### src/logic/apc_pkg.sv
// Constants and types of the adaptive pixel clock and fixed-geometry frame output stage.
// Assumes a 32-bit AXI4-Lite register bus and one system clock.
package apc_pkg;
  // Register indices; the byte address is four times the index
  localparam logic [7:0]  REG_CTRL_IDX    = 8'h0d;
  localparam logic [7:0]  REG_CLK12_IDX   = 8'h0e;
  localparam logic [7:0]  REG_CLK3_IDX    = 8'h0f;
  localparam logic [7:0]  REG_WIDTH_IDX   = 8'h10;
  localparam logic [7:0]  REG_HEIGHT_IDX  = 8'h11;
  localparam logic [7:0]  REG_STATUS_IDX  = 8'h13;
  // Reset values
  localparam logic [15:0] CTRL_RST        = 16'h0000;
  localparam logic [15:0] CLK12_RST       = 16'h0501;
  localparam logic [7:0]  CLK3_RST        = 8'h03;
  localparam logic [11:0] WIDTH_RST       = 12'h640;
  localparam logic [11:0] HEIGHT_RST      = 12'h258;
  // Field positions
  localparam int          DIV1_LSB        = 0;
  localparam int          SLEW1_LSB       = 5;
  localparam int          DIV2_LSB        = 8;
  localparam int          SLEW2_LSB       = 13;
  localparam int          DIV3_LSB        = 0;
  localparam int          SLEW3_LSB       = 5;
  localparam int          CTRL_FRAME_EN   = 0;
  localparam int          CTRL_IGN_HEIGHT = 5;
  localparam int          CTRL_ADAPTIVE   = 6;
  localparam int          CTRL_FREEZE     = 11;
  // Occupancy thresholds in quarters of buffer depth
  localparam int          Q_UP2           = 2;
  localparam int          Q_UP3           = 3;
  localparam int          Q_DN2           = 2;
  localparam int          Q_DN1           = 1;
  // Idle pixel clocks between two lines
  localparam logic [7:0]  LINE_GAP_CLKS   = 8'h06;
  // AXI responses
  localparam logic [1:0]  RESP_OKAY       = 2'b00;
  localparam logic [1:0]  RESP_SLVERR     = 2'b10;

  typedef enum logic [1:0] {SRC_FIRST, SRC_SECOND, SRC_THIRD} apc_src_type;
  typedef enum logic [1:0] {FR_IDLE, FR_LINE, FR_GAP} apc_frame_type;
endpackage

### src/logic/apc_top.sv
// Adaptive pixel clock generator and fixed-geometry frame sequencer with an AXI4-Lite slave.
// Assumes buffer occupancy, pixel data and blanking strobes come from logic on SYS_CLK.
//
// Summary of operation
// - The first clock source divides the clock by divisor field 3:0 of register 0x0e, reset 1.
// - The second clock source divides by divisor field 11:8 of register 0x0e, reset 5.
// - The third clock source divides by divisor field 3:0 of register 0x0f, reset 3.
// - A divisor programmed as zero acts exactly as a divisor of one.
// - With adaptive clocking on, the first source gives way to the second at half occupancy.
// - With adaptive clocking on, the second gives way to the third at three quarters occupancy.
// - The slew output carries the slew field of the source now driving the pixel clock.
// - The line qualifier stays high for the number of pixel clocks in the width field.
// - A frame holds as many line qualifier pulses as the height field gives.
// - The height field is disregarded while the ignore-height control bit 5 is set.
// - Occupancy-driven switching happens only while adaptive enable bit 6 is set.
// - Falling occupancy steps third to second below half, second to first below a quarter.
// - Every frame begins on the first clock source.
// - Clock and geometry settings are copied to shadows at input blanking end unless frozen.
`timescale 1ns/1ps
module apc_top
#(
  parameter int LW    = 11,
  parameter int DEPTH = 1024
) (
  input  wire logic              SYS_CLK,
  input  wire logic              RESET,
  input  wire logic [7:0]        S_AXI_AWADDR,
  input  wire logic              S_AXI_AWVALID,
  output logic                   S_AXI_AWREADY,
  input  wire logic [31:0]       S_AXI_WDATA,
  input  wire logic [3:0]        S_AXI_WSTRB,
  input  wire logic              S_AXI_WVALID,
  output logic                   S_AXI_WREADY,
  output logic [1:0]             S_AXI_BRESP,
  output logic                   S_AXI_BVALID,
  input  wire logic              S_AXI_BREADY,
  input  wire logic [7:0]        S_AXI_ARADDR,
  input  wire logic              S_AXI_ARVALID,
  output logic                   S_AXI_ARREADY,
  output logic [31:0]            S_AXI_RDATA,
  output logic [1:0]             S_AXI_RRESP,
  output logic                   S_AXI_RVALID,
  input  wire logic              S_AXI_RREADY,
  input  wire logic [LW-1:0]     FIFO_LEVEL,
  input  wire logic              VBLANK_END,
  input  wire logic              FRAME_REQ,
  input  wire logic              DATA_DONE,
  input  wire logic [7:0]        PIX_DATA_IN,
  input  wire logic              PIX_VALID_IN,
  output logic                   PIX_POP,
  output logic                   PIXEL_CLK_OUT,
  output logic                   LINE_VALID_OUT,
  output logic                   FRAME_VALID_OUT,
  output logic [7:0]             PIX_DATA_OUT,
  output logic [2:0]             SLEW_OUT
);
  import apc_pkg::*;

  // ------------------------------------------------------------------
  // Helpers
  // ------------------------------------------------------------------
  function automatic logic [3:0] div_fix(input logic [3:0] n);
    div_fix = (n == 4'h0) ? 4'h1 : n;
  endfunction

  function automatic logic at_least(input logic [LW-1:0] lvl, input int quarters);
    at_least = (32'(lvl) * 4) >= (32'(DEPTH) * quarters);
  endfunction

  function automatic logic hit(input logic [7:0] a, input logic [7:0] idx);
    hit = (a[7:2] == idx[5:0]);
  endfunction

  // ------------------------------------------------------------------
  // Registers and shadows
  // ------------------------------------------------------------------
  logic [15:0]   ctrl_q, clk12_q, sh_clk12_q;
  logic [7:0]    clk3_q, sh_clk3_q;
  logic [11:0]   width_q, height_q, sh_width_q, sh_height_q;
  logic [7:0]    aw_q;
  logic [31:0]   wd_q;
  logic [3:0]    ws_q;
  logic          aw_have_q, w_have_q;
  apc_src_type   src_q;
  apc_frame_type fr_q;

  function automatic logic [15:0] merge(input logic [15:0] old, input logic [31:0] d,
                                        input logic [3:0] s);
    merge = {s[1] ? d[15:8] : old[15:8], s[0] ? d[7:0] : old[7:0]};
  endfunction

  // ------------------------------------------------------------------
  // AXI4-Lite write channel
  // ------------------------------------------------------------------
  logic          wr_fire;
  assign S_AXI_AWREADY = !aw_have_q && !S_AXI_BVALID;
  assign S_AXI_WREADY  = !w_have_q && !S_AXI_BVALID;
  assign wr_fire       = aw_have_q && w_have_q && !S_AXI_BVALID;

  always_ff @(posedge SYS_CLK) begin
    if (RESET) begin
      aw_have_q    <= 1'b0;
      w_have_q     <= 1'b0;
      aw_q         <= 8'h00;
      wd_q         <= 32'h0000_0000;
      ws_q         <= 4'h0;
      S_AXI_BVALID <= 1'b0;
      S_AXI_BRESP  <= RESP_OKAY;
    end else begin
      if (S_AXI_AWVALID && S_AXI_AWREADY) begin
        aw_have_q <= 1'b1;
        aw_q      <= S_AXI_AWADDR;
      end
      if (S_AXI_WVALID && S_AXI_WREADY) begin
        w_have_q <= 1'b1;
        wd_q     <= S_AXI_WDATA;
        ws_q     <= S_AXI_WSTRB;
      end
      if (wr_fire) begin
        aw_have_q    <= 1'b0;
        w_have_q     <= 1'b0;
        S_AXI_BVALID <= 1'b1;
        S_AXI_BRESP  <= (hit(aw_q, REG_CTRL_IDX) || hit(aw_q, REG_CLK12_IDX) ||
                         hit(aw_q, REG_CLK3_IDX) || hit(aw_q, REG_WIDTH_IDX) ||
                         hit(aw_q, REG_HEIGHT_IDX)) ? RESP_OKAY : RESP_SLVERR;
      end else if (S_AXI_BREADY) begin
        S_AXI_BVALID <= 1'b0;
      end
    end
  end

  always_ff @(posedge SYS_CLK) begin
    if (RESET) begin
      ctrl_q   <= CTRL_RST;
      clk12_q  <= CLK12_RST;
      clk3_q   <= CLK3_RST;
      width_q  <= WIDTH_RST;
      height_q <= HEIGHT_RST;
    end else if (wr_fire) begin
      if (hit(aw_q, REG_CTRL_IDX))   ctrl_q   <= merge(ctrl_q, wd_q, ws_q);
      if (hit(aw_q, REG_CLK12_IDX))  clk12_q  <= merge(clk12_q, wd_q, ws_q) & 16'hefef;
      if (hit(aw_q, REG_CLK3_IDX))   clk3_q   <= ws_q[0] ? (wd_q[7:0] & 8'hef) : clk3_q;
      if (hit(aw_q, REG_WIDTH_IDX))  width_q  <= 12'(merge({4'h0, width_q}, wd_q, ws_q));
      if (hit(aw_q, REG_HEIGHT_IDX)) height_q <= 12'(merge({4'h0, height_q}, wd_q, ws_q));
    end
  end

  // Working copies keep a running frame consistent while software reprograms
  always_ff @(posedge SYS_CLK) begin
    if (RESET) begin
      sh_clk12_q  <= CLK12_RST;
      sh_clk3_q   <= CLK3_RST;
      sh_width_q  <= WIDTH_RST;
      sh_height_q <= HEIGHT_RST;
    end else if (VBLANK_END && !ctrl_q[CTRL_FREEZE]) begin
      sh_clk12_q  <= clk12_q;
      sh_clk3_q   <= clk3_q;
      sh_width_q  <= width_q;
      sh_height_q <= height_q;
    end
  end

  // ------------------------------------------------------------------
  // AXI4-Lite read channel
  // ------------------------------------------------------------------
  assign S_AXI_ARREADY = !S_AXI_RVALID;

  always_ff @(posedge SYS_CLK) begin
    if (RESET) begin
      S_AXI_RVALID <= 1'b0;
      S_AXI_RDATA  <= 32'h0000_0000;
      S_AXI_RRESP  <= RESP_OKAY;
    end else if (S_AXI_ARVALID && S_AXI_ARREADY) begin
      S_AXI_RVALID <= 1'b1;
      S_AXI_RRESP  <= RESP_OKAY;
      if (hit(S_AXI_ARADDR, REG_CTRL_IDX))        S_AXI_RDATA <= {16'h0000, ctrl_q};
      else if (hit(S_AXI_ARADDR, REG_CLK12_IDX))  S_AXI_RDATA <= {16'h0000, clk12_q};
      else if (hit(S_AXI_ARADDR, REG_CLK3_IDX))   S_AXI_RDATA <= {24'h000000, clk3_q};
      else if (hit(S_AXI_ARADDR, REG_WIDTH_IDX))  S_AXI_RDATA <= {20'h00000, width_q};
      else if (hit(S_AXI_ARADDR, REG_HEIGHT_IDX)) S_AXI_RDATA <= {20'h00000, height_q};
      else if (hit(S_AXI_ARADDR, REG_STATUS_IDX))
        S_AXI_RDATA <= {26'h0000000, fr_q, 2'(src_q), FRAME_VALID_OUT, LINE_VALID_OUT};
      else begin
        S_AXI_RDATA <= 32'h0000_0000;
        S_AXI_RRESP <= RESP_SLVERR;
      end
    end else if (S_AXI_RREADY) begin
      S_AXI_RVALID <= 1'b0;
    end
  end

  // ------------------------------------------------------------------
  // Pixel clock divider and source selection
  // ------------------------------------------------------------------
  // Each half period lasts N system clocks; a new source is taken only when a
  // low half ends, so both halves of every period are whole.
  logic [3:0]  n_q, cnt_q;
  logic        half_end, rise_pt, fall_pt, go_q, req_q;
  apc_src_type src_d;

  assign half_end = (cnt_q == n_q - 4'h1);
  assign rise_pt  = half_end && !PIXEL_CLK_OUT;
  assign fall_pt  = half_end && PIXEL_CLK_OUT;

  function automatic logic [3:0] div_of(input apc_src_type s, input logic [15:0] c12,
                                        input logic [7:0] c3);
    case (s)
      SRC_SECOND: div_of = div_fix(c12[DIV2_LSB +: 4]);
      SRC_THIRD:  div_of = div_fix(c3[DIV3_LSB +: 4]);
      default:    div_of = div_fix(c12[DIV1_LSB +: 4]);
    endcase
  endfunction

  always_comb begin
    src_d = src_q;
    if (!ctrl_q[CTRL_ADAPTIVE] || (req_q && fr_q == FR_IDLE && !go_q)) begin
      src_d = SRC_FIRST;
    end else begin
      case (src_q)
        SRC_FIRST:  if (at_least(FIFO_LEVEL, Q_UP2)) src_d = SRC_SECOND;
        SRC_SECOND: begin
          if (at_least(FIFO_LEVEL, Q_UP3)) src_d = SRC_THIRD;
          else if (!at_least(FIFO_LEVEL, Q_DN1)) src_d = SRC_FIRST;
        end
        SRC_THIRD:  if (!at_least(FIFO_LEVEL, Q_DN2)) src_d = SRC_SECOND;
        default:    src_d = SRC_FIRST;
      endcase
    end
  end

  always_ff @(posedge SYS_CLK) begin
    if (RESET) begin
      cnt_q         <= 4'h0;
      n_q           <= 4'h1;
      src_q         <= SRC_FIRST;
      PIXEL_CLK_OUT <= 1'b0;
    end else if (half_end) begin
      cnt_q         <= 4'h0;
      PIXEL_CLK_OUT <= !PIXEL_CLK_OUT;
      if (rise_pt) begin
        src_q <= src_d;
        n_q   <= div_of(src_d, sh_clk12_q, sh_clk3_q);
      end
    end else begin
      cnt_q <= cnt_q + 4'h1;
    end
  end

  always_comb begin
    case (src_q)
      SRC_SECOND: SLEW_OUT = sh_clk12_q[SLEW2_LSB +: 3];
      SRC_THIRD:  SLEW_OUT = sh_clk3_q[SLEW3_LSB +: 3];
      default:    SLEW_OUT = sh_clk12_q[SLEW1_LSB +: 3];
    endcase
  end

  // ------------------------------------------------------------------
  // Frame sequencer, stepped at pixel clock falls so the host samples
  // stable qualifiers at the rise
  // ------------------------------------------------------------------
  logic [11:0] pix_q, line_q, w_eff;
  logic [7:0]  gap_q;
  logic        done_q, load_pix, line_end, frame_end;

  assign w_eff     = (sh_width_q == 12'h000) ? 12'h001 : sh_width_q;
  assign line_end  = (fr_q == FR_LINE) && (pix_q == w_eff);
  assign frame_end = ctrl_q[CTRL_IGN_HEIGHT] ? (done_q || DATA_DONE)
                                             : (line_q >= sh_height_q);
  assign load_pix  = fall_pt && ((fr_q == FR_IDLE && go_q) ||
                                 (fr_q == FR_LINE && !line_end) ||
                                 (fr_q == FR_GAP && gap_q == LINE_GAP_CLKS));
  assign PIX_POP   = load_pix && PIX_VALID_IN;

  always_ff @(posedge SYS_CLK) begin
    if (RESET) begin
      req_q <= 1'b0;
      go_q  <= 1'b0;
    end else begin
      if (FRAME_REQ && ctrl_q[CTRL_FRAME_EN]) req_q <= 1'b1;
      else if (rise_pt && fr_q == FR_IDLE && req_q) req_q <= 1'b0;
      if (rise_pt && fr_q == FR_IDLE && req_q) go_q <= 1'b1;
      else if (fall_pt) go_q <= 1'b0;
    end
  end

  // Exhausted-data mark set wins over the clear at frame start
  always_ff @(posedge SYS_CLK) begin
    if (RESET) done_q <= 1'b0;
    else if (DATA_DONE) done_q <= 1'b1;
    else if (fall_pt && fr_q == FR_IDLE && go_q) done_q <= 1'b0;
  end

  always_ff @(posedge SYS_CLK) begin
    if (RESET) begin
      fr_q            <= FR_IDLE;
      pix_q           <= 12'h000;
      line_q          <= 12'h000;
      gap_q           <= 8'h00;
      LINE_VALID_OUT  <= 1'b0;
      FRAME_VALID_OUT <= 1'b0;
      PIX_DATA_OUT    <= 8'h00;
    end else if (fall_pt) begin
      PIX_DATA_OUT <= (load_pix && PIX_VALID_IN) ? PIX_DATA_IN : 8'h00;
      case (fr_q)
        FR_IDLE: if (go_q) begin
          fr_q            <= FR_LINE;
          FRAME_VALID_OUT <= 1'b1;
          LINE_VALID_OUT  <= 1'b1;
          pix_q           <= 12'h001;
          line_q          <= 12'h001;
        end
        FR_LINE: begin
          if (line_end) begin
            LINE_VALID_OUT <= 1'b0;
            gap_q          <= 8'h01;
            if (frame_end) begin
              fr_q            <= FR_IDLE;
              FRAME_VALID_OUT <= 1'b0;
            end else begin
              fr_q <= FR_GAP;
            end
          end else begin
            pix_q <= pix_q + 12'h001;
          end
        end
        FR_GAP: begin
          if (gap_q == LINE_GAP_CLKS) begin
            fr_q           <= FR_LINE;
            LINE_VALID_OUT <= 1'b1;
            pix_q          <= 12'h001;
            line_q         <= line_q + 12'h001;
          end else begin
            gap_q <= gap_q + 8'h01;
          end
        end
        default: fr_q <= FR_IDLE;
      endcase
    end
  end

  // ------------------------------------------------------------------
  // Assertions
  // ------------------------------------------------------------------
  logic [11:0] lv_len_q;
  always_ff @(posedge SYS_CLK) begin
    if (RESET) lv_len_q <= 12'h000;
    else if (fall_pt) lv_len_q <= LINE_VALID_OUT ? lv_len_q + 12'h001 : 12'h000;
  end
endmodule

### config.mk
export PLATFORM = sky130hd
export DESIGN_NAME = apc_top
export DESIGN_NICKNAME = d
export VERILOG_FILES = /design/src/logic/apc_pkg.sv /design/src/logic/apc_top.sv
export SDC_FILE = /design/constraint.sdc
export NUM_CORES = 1
export LEC_CHECK = 0
export ABC_AREA = 1
export BUFFER_PORTS_ARGS = -buffer_cell sky130_fd_sc_hd__buf_2
export CORE_MARGIN = 1
export CORE_UTILIZATION = 40
export CTS_CLUSTER_SIZE = 14
export DETAILED_ROUTE_END_ITERATION = 8
export SYNTH_ARGS = -nofsm -noshare
export SYNTH_HDL_FRONTEND = slang
export SYNTH_SLANG_ARGS = --single-unit
### constraint.sdc
create_clock -name SYS_CLK -period 2.5 [get_ports SYS_CLK]
set_clock_uncertainty 0.15 [all_clocks]
set_input_delay 0.5 -clock SYS_CLK [delete_from_list [all_inputs] [get_ports SYS_CLK]]
set_output_delay 0.5 -clock SYS_CLK [all_outputs]
set_load 0.02 [all_outputs]
# == Yosys cells after proc, flatten, opt, wreduce, memory -nomap -nowiden ==
# Cells that the tools add are included.
# Widths: inputs -> output; s select.
# op_classes
addsub,5
mul,0
div,0
magnitude_cmp,4
n_eq_ne,26
n_shift,0
muxes,58
n_bitwise,0
reduce_logical,73
# op_table
cell,count
$mux 12,8
$eq 6x4->1 const B,6
$pmux 12 s3,1
$mux 16,2
$mux 2,16
$eq 6x5->1 const B,5
$reduce_and 3->1,9
$ge 13x12->1 const B,2
$add 12x1->12 const B,2
$mux 8,3
$pmux 12 s2,1
$logic_and 1x1->1,23
$mux 1,16
$pmux 8 s2,1
$reduce_bool 2->1,8
$reduce_and 5->1,3
$ge 13x11->1 const B,1
$eq 12x12->1,1
$ge 12x12->1,1
$logic_not 12->1,1
$logic_not 4->1,3
$mux 4,3
$pmux 2 s3,2
$reduce_and 4->1,3
other kinds (20),45
# word_totals
regBits,230
latch_bits,0
ram_bits,0
mem_bits_ro,0
n_memories,0

# == Logic depth before layout (Yosys ltp) ==
# logic_depth
word_depth,11
ltp_mapped,15
depth_no_buf,15

# == Worst setup path before layout ==
# No wires, ideal clock.
# synth_timing
kind,flip-flop to output port
startpoint,register n_q[0]
endpoint,output PIX_POP
arrival_ns,1.951
t_required_ns,1.850
path_slack_ns,-0.101
path_stages_with_launch,14
path_cell_list,dfxtp_1 inv_2 ha_1 inv_1 nand2_1 nand2_1 nor2_2 nand3_4 nor2_8 o211ai_4 nor2_4 nand2_2 buf_6 nor2_1
# synth_via
elab_chain_cells,5
# synth_lines
item,line_no,text
"start, declared",apc_top.sv:197,"logic [3:0] n_q, cnt_q;"
"start signal, assigned",apc_top.sv:242,"n_q <= div_of(src_d, sh_clk12_q, sh_clk3_q);"
$sub 4x1->4,apc_top.sv:201,assign half_end = (cnt_q == n_q - 4'h1);
$eq 4x4->1,apc_top.sv:201,
$logic_and 1x1->1,apc_top.sv:203,assign fall_pt = half_end && PIXEL_CLK_OUT;
$logic_and 1x1->1,apc_top.sv:269,assign load_pix = fall_pt && ((fr_q == FR_IDLE && go_q) ||
$logic_and 1x1->1,apc_top.sv:272,assign PIX_POP = load_pix && PIX_VALID_IN;
"end, declared",apc_top.sv:50,"output logic PIX_POP,"
# No other way between the ends.

# == Worst setup path in the final report ==
# Ends and elaborated chain as after synthesis.

==> qor.yml <==
status: "complete, but fails checks"
failed_checks: "negative setup slack"
setup_violations: 1
cts_tree: "done"
p_sw_mw: 2.72
power_density_mw_per_mm2: 771
wirelength_met1_um: 12400
synthFlopType: "dfxtp_1"
drt-wirelength-per-cell_um: 14.5
cp.arrival_ps: 2150
cts-hold-fix-buffers: 0
drive_gt1_share_pct: 16.0
intPower_mw: 6.26
final_nets: 1561
timing.fmax_ghz: 0.357
yosysWarnings: 0
numCtsBuffers: 24
num_rows: 57
fp.dieW_um: 159
worst-r2r-cell-count: 11
routed_wl_um: 26100
leakagePower_nw: 4.85
hold_path_class: "input pin to flip-flop"
die_h_um: 159
dr_wl_met2_um: 11900
combPwrFrac_pct: 20.2
core_area_mm2: 0.0243
syn_area_mm2: 0.00990
fin_cells: 1797
path_max_fanout: 4
dr.first_iter.drc_count: 453
whs_path_depth: 3
syn_area_per_cell_um2: 7.31
startpoint_type: "flip-flop"
min_to: "ws_q[1]"
yosys-top-cells-area: "dfxtp_1, nand2_1, o21ai_0"
synth-edff-count: 0
routed.top_layer: "met4"
synthToLayoutAreaGrowth_pct: 17.6
grt_remaining_overflow: 0
power_mw: 8.98
grt_pass1_vias: 8291
regToRegSetupSlack_ps: 220
grtUsageTotal_pct: 20.6
port_buffers: 89
route.detailed.vias_per_inst: 5.00
cts_root_buf: "clkbuf_16"
hold_viol: 0
worstMarginPinSlew_ps: 686
pwr-share-clk_pct: 39.0
synth_cell_types: 48
period_needed_ps: 2800
synth_top_cell_by_area: "dfxtp_1"
wl_met3_um: 1440
antenna_found_initial: 1
path_clk_slew_ps: 60
rr_startpoint: "src_q[0]"
path_class: "flip-flop to output port"
gp_congestion: 0.857
rsz0062_at_grt: "true"
grt_start_max_net_pins: 50
min-delay-start: "S_AXI_WSTRB[1]"
vias: 8980
peakVddDrop_uv: 468
slew_violations: 0
max_cap_violations: 0
h-tree-depth: 1
ant_nets: 0
endpoint_kind: "output port"
initial_core_util_pct: 40.7
synth_top_area_share_pct: 42.4
clk_latency_ps: 530
seq_area_frac_synth_pct: 42.4
synth-async-reset-ratio_pct: 0
fin_crit_sh_pct: 112
grt_first_pass_wirelength_um: 42600
seqPwrFrac_pct: 40.8
r2r-end: "n_q[0]"
drt_pass1_iterations: 4
synthCells: 1355
cts.path.max_buffers: 3
final.setup.worst_slack_ps: -300
num_io_pins: 138
route.detailed.drc: 0
relSlewSlack_pct: 54.3
die-area_mm2: 0.0254
required_ps: 1850
place.detailed.hpwl_um: 18800
dpl.cell_count: 1752
swShare_pct: 30.3
synth_seq_cells: 210
cts.sink_count: 210
-- cell families (layout without fill, tap and decap cells) --
logic type	after synthesis	in the layout	share of synthesized area, %
buffers and inverters	224	324	9.49
AND/OR/NAND/NOR	529	529	23.4
AO/OA/AOI/OAI	345	345	19.6
adder cells (fa/ha/maj)	24	24	3.03
XOR/XNOR	22	22	1.95
other	1	19	0.0379
flip-flops	210	210	42.4
-- layout make-up --
cell class	instances	area (um2)
tap	324	405
fill	2459	12700
inverter	154	583
multi-input combinational	938	4890
clock buffer	35	712
clock inverter	8	82.6
timing repair buffer	127	767
antenna	1	2.50
sequential	210	4210
-- routing by layer --
metal,track usage [%],up-vias
met4,4.98,0
li1,-,4665
met3,2.63,26
met2,34.0,202
met5,0,-
met1,28.5,4087
-- power by group through the flow --
| stage | Combinational, mW | Sequential (mW) | Clock [mW] |
|---|---|---|---|
| after floorplan | 1.13 | 3.72 | 0 |
| after global placement | 1.63 | 3.72 | 0 |
| after detailed placement | 1.64 | 3.72 | 0 |
| after CTS | 1.75 | 3.66 | 3.58 |
| after global routing | 2.03 | 3.69 | 3.72 |
| final | 1.81 | 3.66 | 3.50 |
-- worst max path at each step --
stage / cells after the start / slack (ps) / start / to
finish: 13 / -300 / n_q[0] / PIX_POP
global route: 12 / -410 / n_q[0] / PIX_POP
CTS: 13 / -370 / n_q[0] / PIX_POP
detailed placement: 13 / 40 / FIFO_LEVEL[9] / n_q[0]
global placement: 13 / 90 / FIFO_LEVEL[9] / n_q[0]
floorplan: 13 / 50 / n_q[0] / PIX_POP
-- metrics by stage --
| stage | worst slack, ps | setup TNS [ps] | utilization, % | hold WS (ps) | area (um2) |
|---|---|---|---|---|---|
| 4_1_cts | -366 | -366 | 47.7 | 56.2 | 11600 |
| 2_1_floorplan | 47.9 | 0 | - | 285 | 9980 |
| 3_5_place_dp | 43.4 | 0 | 44.3 | 293 | 10800 |
| 6_report | -300 | -300 | 47.9 | 66.6 | 11600 |
| 3_3_place_gp | 91.4 | 0 | 44.3 | 288 | 10800 |
| 5_1_grt | -412 | -412 | 47.9 | 76.6 | 11600 |
-- placed cells by master, fill, tap and decap left out, drive strengths merged, types with 2 or more instances in the layout --
master and n:
clkinv 9, nand3b 3, a21oi 137, a41oi 3, xnor2 4, nor4 2, inv 151, a221oi 2
a211oi 11, ha 24, o21a 3, nor2 152, a32oi 2, nor3 23, dfxtp 210, o211ai 30
o21ai 136, a31oi 9, buf 127, nand4 21, conb 18, o22ai 8, xor2 18, nand3 65
nand2 260, clkbuf 35
-- state kept, by name (all words and copies together) (netlist names), 2 cells and up --
signal / cells
line_q: 12
width_q: 12
height_q: 12
clk3_q: 7
pix_q: 12
n_q: 4
S_AXI_RDATA: 16
fr_q: 2
sh_clk12_q: 14
sh_clk3_q: 7
ws_q: 2
aw_q: 6
sh_height_q: 12
clk12_q: 14
gap_q: 8
wd_q: 16
ctrl_q: 16
PIX_DATA_OUT: 8
sh_width_q: 12
src_q: 2
cnt_q: 4
-- synthesized netlist by cell type, drive strengths merged, types with 3 or more instances --
cell type	instances
clkbuf	35
buf	35
nand4	21
nand2	260
clkinv	3
o21a	3
inv	151
o22ai	8
xor2	18
a21oi	137
a211oi	11
o21ai	136
ha	24
o211ai	30
nor3	23
xnor2	4
a41oi	3
a31oi	9
nand3b	3
nor2	152
dfxtp	210
nand3	65
-- worst max-delay path, cell delays in order, from the launching register on --
cell	delay [ps]
dfxtp_2	360
inv_4	50
ha_4	260
inv_2	30
nand2_2	60
nand2_2	60
nor2_4	100
nand3_4	120
nor2_8	120
o211ai_4	80
nor2_4	100
nand2_2	80
nor2_4	90
buf_6	120
-- what timing repair did --
action / 4_1_cts / 5_1_grt
setup endpoints to repair: 4 / 5
buffers inserted: 1 / 0
gates resized for setup: 9 / 11
pin swaps: 1 / 0
Note: power is estimated with default switching activity, not from simulation.
